==> src/rtl/mode_reg_defs.svh <==
// Field positions, select codes, reset values and timing counts for the mode register block
`ifndef MODE_REG_DEFS_SVH
`define MODE_REG_DEFS_SVH

`define SEL_PRIMARY       2'h0
`define SEL_SECOND        2'h1
`define SEL_THIRD         2'h2
`define SEL_FOURTH        2'h3

`define F_BURST_LSB       0
`define F_CL_LOW_BIT      2
`define F_ORDER_BIT       3
`define F_CL_LSB          4
`define F_TEST_BIT        7
`define F_DLL_RST_BIT     8
`define F_WR_LSB          9
`define F_DLL_KEEP_BIT    12
`define F_CHOP_PIN_BIT    12
`define F_HIGH_LSB        13

`define MODE_WORD_RESET   15'h0000

`define MODE_UPDATE_DELAY_CYC 12
`define MODE_TO_MODE_GAP_CYC  4

`endif

==> src/rtl/mode_reg_pkg.sv <==
// Types shared by the mode register block
package mode_reg_pkg;

  typedef enum logic [1:0] {
    BURST_FIXED8,
    BURST_ON_FLY,
    BURST_FIXED_CHOP,
    BURST_RSVD
  } burst_mode_e;

  typedef enum logic {
    UPD_IDLE,
    UPD_WAIT
  } upd_state_e;

  typedef struct packed {
    logic        cs_n;
    logic        ras_n;
    logic        cas_n;
    logic        we_n;
    logic [2:0]  ba;
    logic [14:0] addr;
  } ca_bus_s;

  typedef struct packed {
    burst_mode_e burst_mode;
    logic        order_interleave;
    logic [3:0]  cas_latency;
    logic        cl_reserved;
    logic [3:0]  write_recovery;
    logic        wr_reserved;
    logic        powerdown_dll_keep;
    logic        vendor_test_select;
  } mode_fields_s;

  typedef struct packed {
    logic        valid;
    logic        is_read;
    logic        chop;
    logic [23:0] order;
  } burst_info_s;

endpackage

==> src/rtl/burst_order_gen.sv <==
// Word order of one burst from its start column and the burst type
`timescale 1ns/1ns
module burst_order_gen (
  input  logic [2:0]  start_i,
  input  logic        interleave_i,
  output logic [23:0] order_o
);
  genvar i;
  generate
    for (i = 0; i < 8; i = i + 1) begin : g_word
      localparam logic [2:0] IDX = 3'(i);
      // Sequential wraps inside each half; interleaved is a plain xor
      assign order_o[3*i +: 3] = interleave_i ? (start_i ^ IDX) :
                                 {start_i[2] ^ IDX[2], 2'(start_i[1:0] + IDX[1:0])}; // RQ21
    end
  endgenerate
endmodule

==> src/rtl/dram_mode_register_program.sv <==
// Mode register set decode, primary mode register and burst order for the DRAM command bus
//
// What the document requires
// [RQ1] Four mode registers, changed only by mode set
// [RQ2] Controller writes every register after reset
// [RQ3] Each mode set replaces the whole word
// [RQ4] Mode set and DLL reset keep array
// [RQ5] Controller spaces mode sets by mode gap
// [RQ6] Other commands wait the mode update delay
// [RQ7] Mode set only while device idle
// [RQ8] Termination on: ODT low until delay ends
// [RQ9] Termination off: ODT level free
// [RQ10] All command and bank pins low: primary
// [RQ11] Bank pair selects one of four registers
// [RQ12] Top two address bits zero at mode set
// [RQ13] Three bits choose write recovery cycles
// [RQ14] Controller programs recovery no below minimum
// [RQ15] Two bits choose burst length mode
// [RQ16] On the fly: chop pin per command
// [RQ17] One bit chooses sequential or interleaved
// [RQ18] Four bits decode CAS latency
// [RQ19] One bit keeps DLL in powerdown
// [RQ20] Burst order from length, type, start
// [RQ21] Start column and wrap give word order
// [RQ22] Read latency is additive plus CAS
// [RQ23] DLL reset bit clears itself
// [RQ24] Controller keeps vendor test bit zero
// [RQ25] New fields act after update delay
`timescale 1ns/1ns
`include "mode_reg_defs.svh"
module dram_mode_register_program #(
  parameter int unsigned UPDATE_CYC = `MODE_UPDATE_DELAY_CYC,
  parameter int unsigned GAP_CYC    = `MODE_TO_MODE_GAP_CYC,
  parameter int unsigned CW         = 8
) (
  input  logic                       ref_clk_i,
  input  logic                       rst_i,
  input  mode_reg_pkg::ca_bus_s      ca_i,
  input  logic                       cke_i,
  input  logic [3:0]                 additive_latency_i,
  output mode_reg_pkg::mode_fields_s fields_o,
  output logic [4:0]                 read_latency_o,
  output mode_reg_pkg::burst_info_s  burst_o,
  output logic [3:0][14:0]           mode_word_o,
  output logic                       dll_reset_o,
  output logic                       mode_busy_o,
  output logic                       mode_gap_err_o,
  output logic                       early_cmd_err_o,
  output logic                       addr_high_err_o
);
  import mode_reg_pkg::*;

  localparam int UPD_CHK = UPDATE_CYC;

  // Pin synchronisers; the first stage feeds only the second
  ca_bus_s ca_s1_r;
  ca_bus_s ca_s2_r;
  logic    cke_s1_r;
  logic    cke_s2_r;

  always_ff @(posedge ref_clk_i or posedge rst_i) begin
    if (rst_i) begin
      ca_s1_r  <= '1;
      ca_s2_r  <= '1;
      cke_s1_r <= 1'b0;
      cke_s2_r <= 1'b0;
    end else begin
      ca_s1_r  <= ca_i;
      ca_s2_r  <= ca_s1_r;
      cke_s1_r <= cke_i;
      cke_s2_r <= cke_s1_r;
    end
  end

  function automatic mode_fields_s decode_fields(input logic [14:0] w);
    mode_fields_s f;
    logic [2:0]   clc;
    f                    = '0;
    clc                  = w[`F_CL_LSB +: 3];
    f.burst_mode         = burst_mode_e'(w[`F_BURST_LSB +: 2]); // RQ15
    f.order_interleave   = w[`F_ORDER_BIT]; // RQ17
    f.powerdown_dll_keep = w[`F_DLL_KEEP_BIT]; // RQ19
    f.vendor_test_select = w[`F_TEST_BIT];
    if (!w[`F_CL_LOW_BIT] && (clc != 3'h0)) begin
      f.cas_latency = 4'h4 + {1'b0, clc}; // RQ18
    end else if (w[`F_CL_LOW_BIT] && (clc < 3'h3)) begin
      f.cas_latency = 4'hc + {1'b0, clc}; // RQ18
    end else begin
      f.cl_reserved = 1'b1; // RQ18
    end
    case (w[`F_WR_LSB +: 3]) // RQ13
      3'h0:    f.write_recovery = 4'h5;
      3'h1:    f.write_recovery = 4'h6;
      3'h2:    f.write_recovery = 4'h7;
      3'h3:    f.write_recovery = 4'h8;
      3'h4:    f.write_recovery = 4'ha;
      3'h5:    f.write_recovery = 4'hc;
      3'h6:    f.write_recovery = 4'he;
      default: f.wr_reserved    = 1'b1;
    endcase
    return f;
  endfunction

  // Command decode on the synchronised pins; nothing is taken while clock enable is low
  logic        cmd_taken;
  logic        is_nop;
  logic        mrs_ok;
  logic        rdwr;
  logic        burst_chop;
  logic [1:0]  sel;
  logic [2:0]  start_col;
  logic [23:0] order_w;

  assign cmd_taken = cke_s2_r & ~ca_s2_r.cs_n;
  assign is_nop    = ca_s2_r.ras_n & ca_s2_r.cas_n & ca_s2_r.we_n;
  assign mrs_ok    = cmd_taken & ~ca_s2_r.ras_n & ~ca_s2_r.cas_n & ~ca_s2_r.we_n
                     & ~ca_s2_r.ba[2]; // RQ10
  assign rdwr      = cmd_taken & ca_s2_r.ras_n & ~ca_s2_r.cas_n;
  assign sel       = ca_s2_r.ba[1:0]; // RQ11

  // Writes start on a half boundary, reads on the addressed word
  always_comb begin
    if (ca_s2_r.we_n) begin
      start_col = ca_s2_r.addr[2:0]; // RQ21
    end else if (burst_chop) begin
      start_col = {ca_s2_r.addr[2], 2'b00};
    end else begin
      start_col = 3'h0;
    end
  end

  assign burst_chop = (fields_o.burst_mode == BURST_FIXED_CHOP) |
                      ((fields_o.burst_mode == BURST_ON_FLY) &
                       ~ca_s2_r.addr[`F_CHOP_PIN_BIT]); // RQ16

  burst_order_gen u_order (
    .start_i      (start_col),
    .interleave_i (fields_o.order_interleave),
    .order_o      (order_w)
  );

  logic [3:0][14:0] regs_r,    regs_nxt;
  logic [14:0]      pending_r, pending_nxt;
  upd_state_e       state_r,   state_nxt;
  logic [CW-1:0]    upd_cnt_r, upd_cnt_nxt;
  logic [CW-1:0]    gap_cnt_r, gap_cnt_nxt;
  mode_fields_s     fields_nxt;
  logic [4:0]       rl_nxt;
  burst_info_s      burst_nxt;
  logic             dll_nxt;
  logic             gap_err_nxt;
  logic             early_nxt;
  logic             high_err_nxt;

  always_comb begin
    regs_nxt     = regs_r;
    pending_nxt  = pending_r;
    state_nxt    = state_r;
    upd_cnt_nxt  = upd_cnt_r;
    fields_nxt   = fields_o;
    dll_nxt      = 1'b0;
    gap_err_nxt  = 1'b0;
    early_nxt    = 1'b0;
    high_err_nxt = 1'b0;
    gap_cnt_nxt  = (gap_cnt_r == CW'(GAP_CYC)) ? gap_cnt_r : gap_cnt_r + 1'b1;
    case (state_r)
      UPD_WAIT: begin
        if (upd_cnt_r == '0) begin
          fields_nxt = decode_fields(pending_r); // RQ25
          state_nxt  = UPD_IDLE;
        end else begin
          upd_cnt_nxt = upd_cnt_r - 1'b1;
        end
        if (cmd_taken && !is_nop && !mrs_ok) begin
          early_nxt = 1'b1; // RQ6
        end
      end
      default: begin
        state_nxt = UPD_IDLE;
      end
    endcase
    // Only registers change here; the array is never touched by a mode set
    if (mrs_ok) begin // RQ4
      regs_nxt[sel] = ca_s2_r.addr; // RQ3
      gap_cnt_nxt   = CW'(1);
      gap_err_nxt   = (gap_cnt_r < CW'(GAP_CYC)); // RQ5
      high_err_nxt  = |ca_s2_r.addr[14:`F_HIGH_LSB]; // RQ12
      state_nxt     = UPD_WAIT; // RQ6
      upd_cnt_nxt   = CW'(UPDATE_CYC - 1);
      if (sel == `SEL_PRIMARY) begin
        regs_nxt[sel][`F_DLL_RST_BIT] = 1'b0; // RQ23
        pending_nxt                   = ca_s2_r.addr;
        dll_nxt                       = ca_s2_r.addr[`F_DLL_RST_BIT]; // RQ23
      end
    end
    rl_nxt            = 5'(additive_latency_i) + 5'(fields_o.cas_latency); // RQ22
    burst_nxt.valid   = rdwr;
    burst_nxt.is_read = ca_s2_r.we_n;
    burst_nxt.chop    = rdwr & burst_chop; // RQ15
    burst_nxt.order   = order_w; // RQ20
  end

  always_ff @(posedge ref_clk_i or posedge rst_i) begin
    if (rst_i) begin
      regs_r          <= {4{`MODE_WORD_RESET}};
      pending_r       <= `MODE_WORD_RESET;
      state_r         <= UPD_IDLE;
      upd_cnt_r       <= '0;
      gap_cnt_r       <= CW'(GAP_CYC);
      fields_o        <= '0;
      read_latency_o  <= 5'h00;
      burst_o         <= '0;
      dll_reset_o     <= 1'b0;
      mode_busy_o     <= 1'b0;
      mode_gap_err_o  <= 1'b0;
      early_cmd_err_o <= 1'b0;
      addr_high_err_o <= 1'b0;
    end else begin
      regs_r          <= regs_nxt; // RQ1
      pending_r       <= pending_nxt;
      state_r         <= state_nxt;
      upd_cnt_r       <= upd_cnt_nxt;
      gap_cnt_r       <= gap_cnt_nxt;
      fields_o        <= fields_nxt;
      read_latency_o  <= rl_nxt;
      burst_o         <= burst_nxt;
      dll_reset_o     <= dll_nxt;
      mode_busy_o     <= (state_nxt == UPD_WAIT);
      mode_gap_err_o  <= gap_err_nxt;
      early_cmd_err_o <= early_nxt;
      addr_high_err_o <= high_err_nxt;
    end
  end

  assign mode_word_o = regs_r;

  // Helper: length of the busy window, restarted by each mode set
  logic [CW-1:0] busy_len_r;
  always_ff @(posedge ref_clk_i or posedge rst_i) begin
    if (rst_i) begin
      busy_len_r <= '0;
    end else if (mrs_ok) begin
      busy_len_r <= CW'(1);
    end else if (mode_busy_o) begin
      busy_len_r <= busy_len_r + 1'b1;
    end else begin
      busy_len_r <= '0;
    end
  end

  full_word_a: assert property (@(posedge ref_clk_i) disable iff (rst_i) // RQ3
    mrs_ok |=> (regs_r[$past(sel)][14:9] == $past(ca_s2_r.addr[14:9])) &&
               (regs_r[$past(sel)][7:0] == $past(ca_s2_r.addr[7:0])))
    else $error("mode set did not replace the whole word");

  dll_self_clear_a: assert property (@(posedge ref_clk_i) disable iff (rst_i) // RQ23
    (mrs_ok && sel == `SEL_PRIMARY && ca_s2_r.addr[`F_DLL_RST_BIT])
      |=> dll_reset_o && !regs_r[0][`F_DLL_RST_BIT])
    else $error("DLL reset not pulsed or not cleared");

  update_delay_a: assert property (@(posedge ref_clk_i) disable iff (rst_i) // RQ25
    $fell(mode_busy_o) |-> ($past(busy_len_r) == CW'(UPD_CHK)))
    else $error("update window has wrong length");

  fields_hold_a: assert property (@(posedge ref_clk_i) disable iff (rst_i) // RQ6
    !$fell(mode_busy_o) |-> $stable(fields_o))
    else $error("fields changed outside update expiry");

  // Mode sets two cycles apart must be flagged; valid while GAP_CYC exceeds 2
  gap_check_a: assert property (@(posedge ref_clk_i) disable iff (rst_i) // RQ5
    (mrs_ok ##2 mrs_ok) |=> mode_gap_err_o)
    else $error("back to back mode sets not flagged");

  chop_fixed_a: assert property (@(posedge ref_clk_i) disable iff (rst_i) // RQ15
    (rdwr && fields_o.burst_mode == BURST_FIXED_CHOP) |=> burst_o.valid && burst_o.chop)
    else $error("fixed chop not applied");

  chop_on_fly_a: assert property (@(posedge ref_clk_i) disable iff (rst_i) // RQ16
    (rdwr && fields_o.burst_mode == BURST_ON_FLY)
      |=> burst_o.chop == !$past(ca_s2_r.addr[`F_CHOP_PIN_BIT]))
    else $error("on the fly chop pin ignored");

  first_word_a: assert property (@(posedge ref_clk_i) disable iff (rst_i) // RQ21
    (rdwr && ca_s2_r.we_n) |=> burst_o.order[2:0] == $past(ca_s2_r.addr[2:0]))
    else $error("read burst does not start at column");

  last_word_a: assert property (@(posedge ref_clk_i) disable iff (rst_i) // RQ17
    (rdwr && ca_s2_r.we_n && fields_o.order_interleave)
      |=> burst_o.order[23:21] == ($past(ca_s2_r.addr[2:0]) ^ 3'h7))
    else $error("interleaved order wrong");

  read_latency_a: assert property (@(posedge ref_clk_i) disable iff (rst_i) // RQ22
    1'b1 |=> read_latency_o ==
      5'($past(additive_latency_i)) + 5'($past(fields_o.cas_latency)))
    else $error("read latency not additive plus CAS");

  cl_range_a: assert property (@(posedge ref_clk_i) disable iff (rst_i) // RQ18
    ($fell(mode_busy_o) && !fields_o.cl_reserved)
      |-> fields_o.cas_latency inside {[4'h5:4'he]})
    else $error("CAS latency out of range");

endmodule

==> config.mk <==
export PLATFORM = sky130hd
export DESIGN_NAME = dram_mode_register_program
export DESIGN_NICKNAME = d
export VERILOG_FILES = /design/src/rtl/mode_reg_pkg.sv /design/src/rtl/burst_order_gen.sv /design/src/rtl/dram_mode_register_program.sv
export VERILOG_INCLUDE_DIRS = /design/src /design/src/rtl
export SDC_FILE = /design/constraint.sdc
export NUM_CORES = 1
export LEC_CHECK = 0
export BUFFER_PORTS_ARGS = -buffer_cell sky130_fd_sc_hd__buf_2
export CORE_ASPECT_RATIO = 0.8
export CORE_MARGIN = 3
export CORE_UTILIZATION = 53
export DETAILED_ROUTE_END_ITERATION = 6
export PLACE_DENSITY = 0.79
export SLEW_MARGIN = 10
export SYNTH_ARGS = -nofsm -noshare
export SYNTH_HDL_FRONTEND = slang
export SYNTH_SLANG_ARGS = --single-unit
==> constraint.sdc <==
create_clock -name ref_clk_i -period 6.9 [get_ports ref_clk_i]
set_input_delay 1.035 -clock ref_clk_i [delete_from_list [all_inputs] [get_ports ref_clk_i]]
set_output_delay 1.035 -clock ref_clk_i [all_outputs]
set_load 0.005 [all_outputs]
==> results.tsv <==
metric	value	unit
Slew Limit Fails	0	
H-tree levels	4	
Final Hold Viols	0	
root buf cell	clkbuf_16	
Post-Layout Cell Count	695	
CTS sink cnt	158	
Clock Power Share	0.389	
vias in the first global route	3964	
crit end category	register	
initial antenna violation count	0	
LEAKAGE	3.826	nW
Layout area overhead	22.26	%
share of layout cells above drive strength 1	0.5481	
Synth cell types	50	
via count	3663	
sequential share of power	0.460	
insertion delay to the later sink of the worst-skew pair	0.43	ns
DRT Wirelength	12660	um
Period Utilization, post-route	0.3985	
top cells by area, synth	dfrtp_1 (47%), dfstp_2 (20%), mux2_2 (12%), buf_4 (2.2%), mux2_4 (2.0%)	
FF-to-FF path depth	5	
syn nets	442	
Seq/Total Area, Yosys	0.6656	
vias per inst	5.271	
Die X	125.2	um
Layout Utilization	0.6711	
worst min path class	register to register	
initial drt markers	232	
Worst Path Required	7.20	ns
Worst Hold Endpoint	cke_s2_r$_DFF_PP0_	
CP arrival	3.05	ns
PostCTS Resize Cnt	0	
post-synth top area share	0.4694	
Rel. slew slack	0.2096	
GR Overflow Total	0	
Sw Share	0.2624	
post-route minimum period	2.750	ns
Max clock buf depth	2	
Setup Slack @ Placement	4.173	ns
row cnt	34	
RSZ-0062 raised after global routing	false	
die area	12690	um^2
Netlist Area Pre-Place	6025	um^2
RR Endpoint	fields_o[5]$_DFFE_PP0P_	
first-pass GRT wire length	20680	um
worst reg-to-reg setup slack	4.15	ns
Worst Skew	0.007330	ns
Final HPWL DP	7960	um
nets	576	
Clock Pin Slew Worst Setup and Hold Paths	0.06	ns
CP max FO	15	
largest net degree at the start of global routing	84	
Final ANT Viol Nets	0	
Power per Cell Area	342.5	nW/um^2
Core Area	10980	um^2
hold_buf cts	0	
most common cell after layout, fill and taps aside	buf_2	
Setup TNS Final	0	ns
Fmax	363.7	MHz
Final setup viols	0	
Final WS setup	4.150	ns
Yosys reg bits	158	
Internal Power	0.001861	W
Max-Cap Viols	0	
hold path depth	0	
CP Class	register to register	
maximum VDD drop	0.1927	mV
drt drc	0	
Antenna Cells	0	
crit path launch type	register	
RePlAce Congestion	0.7726	
Most used DFF post-synth	dfrtp_1	
min-delay src	cke_s1_r$_DFF_PP0_	
Syn Inst Count	404	
worst r2r src	upd_cnt_r[0]$_DFFE_PP0P_	
Initial Utilization	0.5489	
Synth area leader	dfrtp_1	
Yosys warning count	0	
Post-synth EDFFs	0	
# placed instances	663	
DR WL/cell	18.22	um
switching pwr	0.0006621	W
Fin Hold WS	0.3464	ns
most frequent cells in the layout	buf_2 (140), dfrtp_1 (113), mux2_2 (64)	
CTS buffer count	17	
status	completed	
I/O Pins	141	
Comb pwr share	0.150	
Global Route Usage Sum	0.2122	
die height	101.4	um
Slew @ Worst Pin	1.181	ns
TritonCTS clock tree	built	
IO buf count	140	
Setup Buffers After CTS	0	
Mean Syn Cell Area	14.91	um^2
async set-reset flop share out of synthesis	1.000	
TritonRoute pass-1 iters	4	
==> power groups by stage <==
stage	registers (W)	clock network, W	logic [W]
after global routing	0.00118	0.00104	0.000425
final	0.00116	0.000982	0.000379
after global placement	0.00117	0	0.000353
after CTS	0.00116	0.000993	0.000386
after detailed placement	0.00117	0	0.000374
after floorplan	0.00115	0	0.000246
==> cell families after synthesis <==
group | share of synthesized area
DFF | 0.6656
muxes | 0.1512
and+or+nand+nor | 0.07020
AOI/OAI and AO/OA | 0.04548
buffers and inverters | 0.03884
adders and majority gates | 0.01994
xor gates and xnor gates | 0.008723
==> routing by layer <==
metal,part of all wire,vias up,wire (um),track usage
met5,0,-,0,0
li1,-,1674,-,-
met1,0.42,1856,5275,0.2537
met2,0.50,113,6352,0.3672
met4,0.017,0,220,0.06917
met3,0.064,20,813,0.07327
==> area by class of cell <==
class / instances / area, um^2
clock buffers: 23 / 498.0
clock inverters: 9 / 131.4
fillers: 801 / 3610
inverters: 12 / 50.05
multi-input cells: 207 / 1780
flip-flops and latches: 158 / 4010
well taps: 144 / 180.2
repair buffers: 142 / 715.7
==> metrics by stage <==
step	instance area (um^2)	total power, W
global route	7366	0.002649
global placement	6736	0.001518
detailed placement	6736	0.001547
floorplan	6025	0.001399
CTS	7366	0.002539
finish	7366	0.002523
==> how the worst max path moves through the flow <==
stage	from	end	slack [ns]	depth (start not counted)
detailed placement	upd_cnt_r[0]$_DFFE_PP0P_	fields_o[0]$_DFFE_PP0P_	4.17	5
finish	upd_cnt_r[0]$_DFFE_PP0P_	fields_o[5]$_DFFE_PP0P_	4.15	5
global route	upd_cnt_r[0]$_DFFE_PP0P_	fields_o[5]$_DFFE_PP0P_	3.90	5
floorplan	rst_i	addr_high_err_o$_DFF_PP0_	1.68	1
global placement	upd_cnt_r[0]$_DFFE_PP0P_	fields_o[2]$_DFFE_PP0P_	4.27	5
CTS	upd_cnt_r[0]$_DFFE_PP0P_	fields_o[5]$_DFFE_PP0P_	4.18	5
==> state kept, by name (all words and copies together) (netlist names), 5 cells and up <==
register	flops
mode_word_o	57
ca_s1_r	22
ca_s2_r	21
fields_o	15
burst_o	11
gap_cnt_r	8
upd_cnt_r	8
read_latency_o	5
==> synth_stat cells (all sizes together) (3+ instances only) <==
cell type and count:
a21oi 15, xnor2 4, clkbuf 3, mux2 72
and2 3, a21o 5, nand2 11, ha 8
buf 24, nand3 6, mux2i 7, nor3 6
dfstp 45, a21boi 3, or3 6, inv 12
or4 4, o21ai 13, nor2 10, dfrtp 113
==> critical path, cell delays in order (launching register included) <==
cell and delay (ns):
dfrtp_1 0.40, inv_1 0.11, ha_1 0.17, nor3b_1 0.57
nand3_1 0.81, mux2_2 0.56
Power figures use the tool's default switching activity.
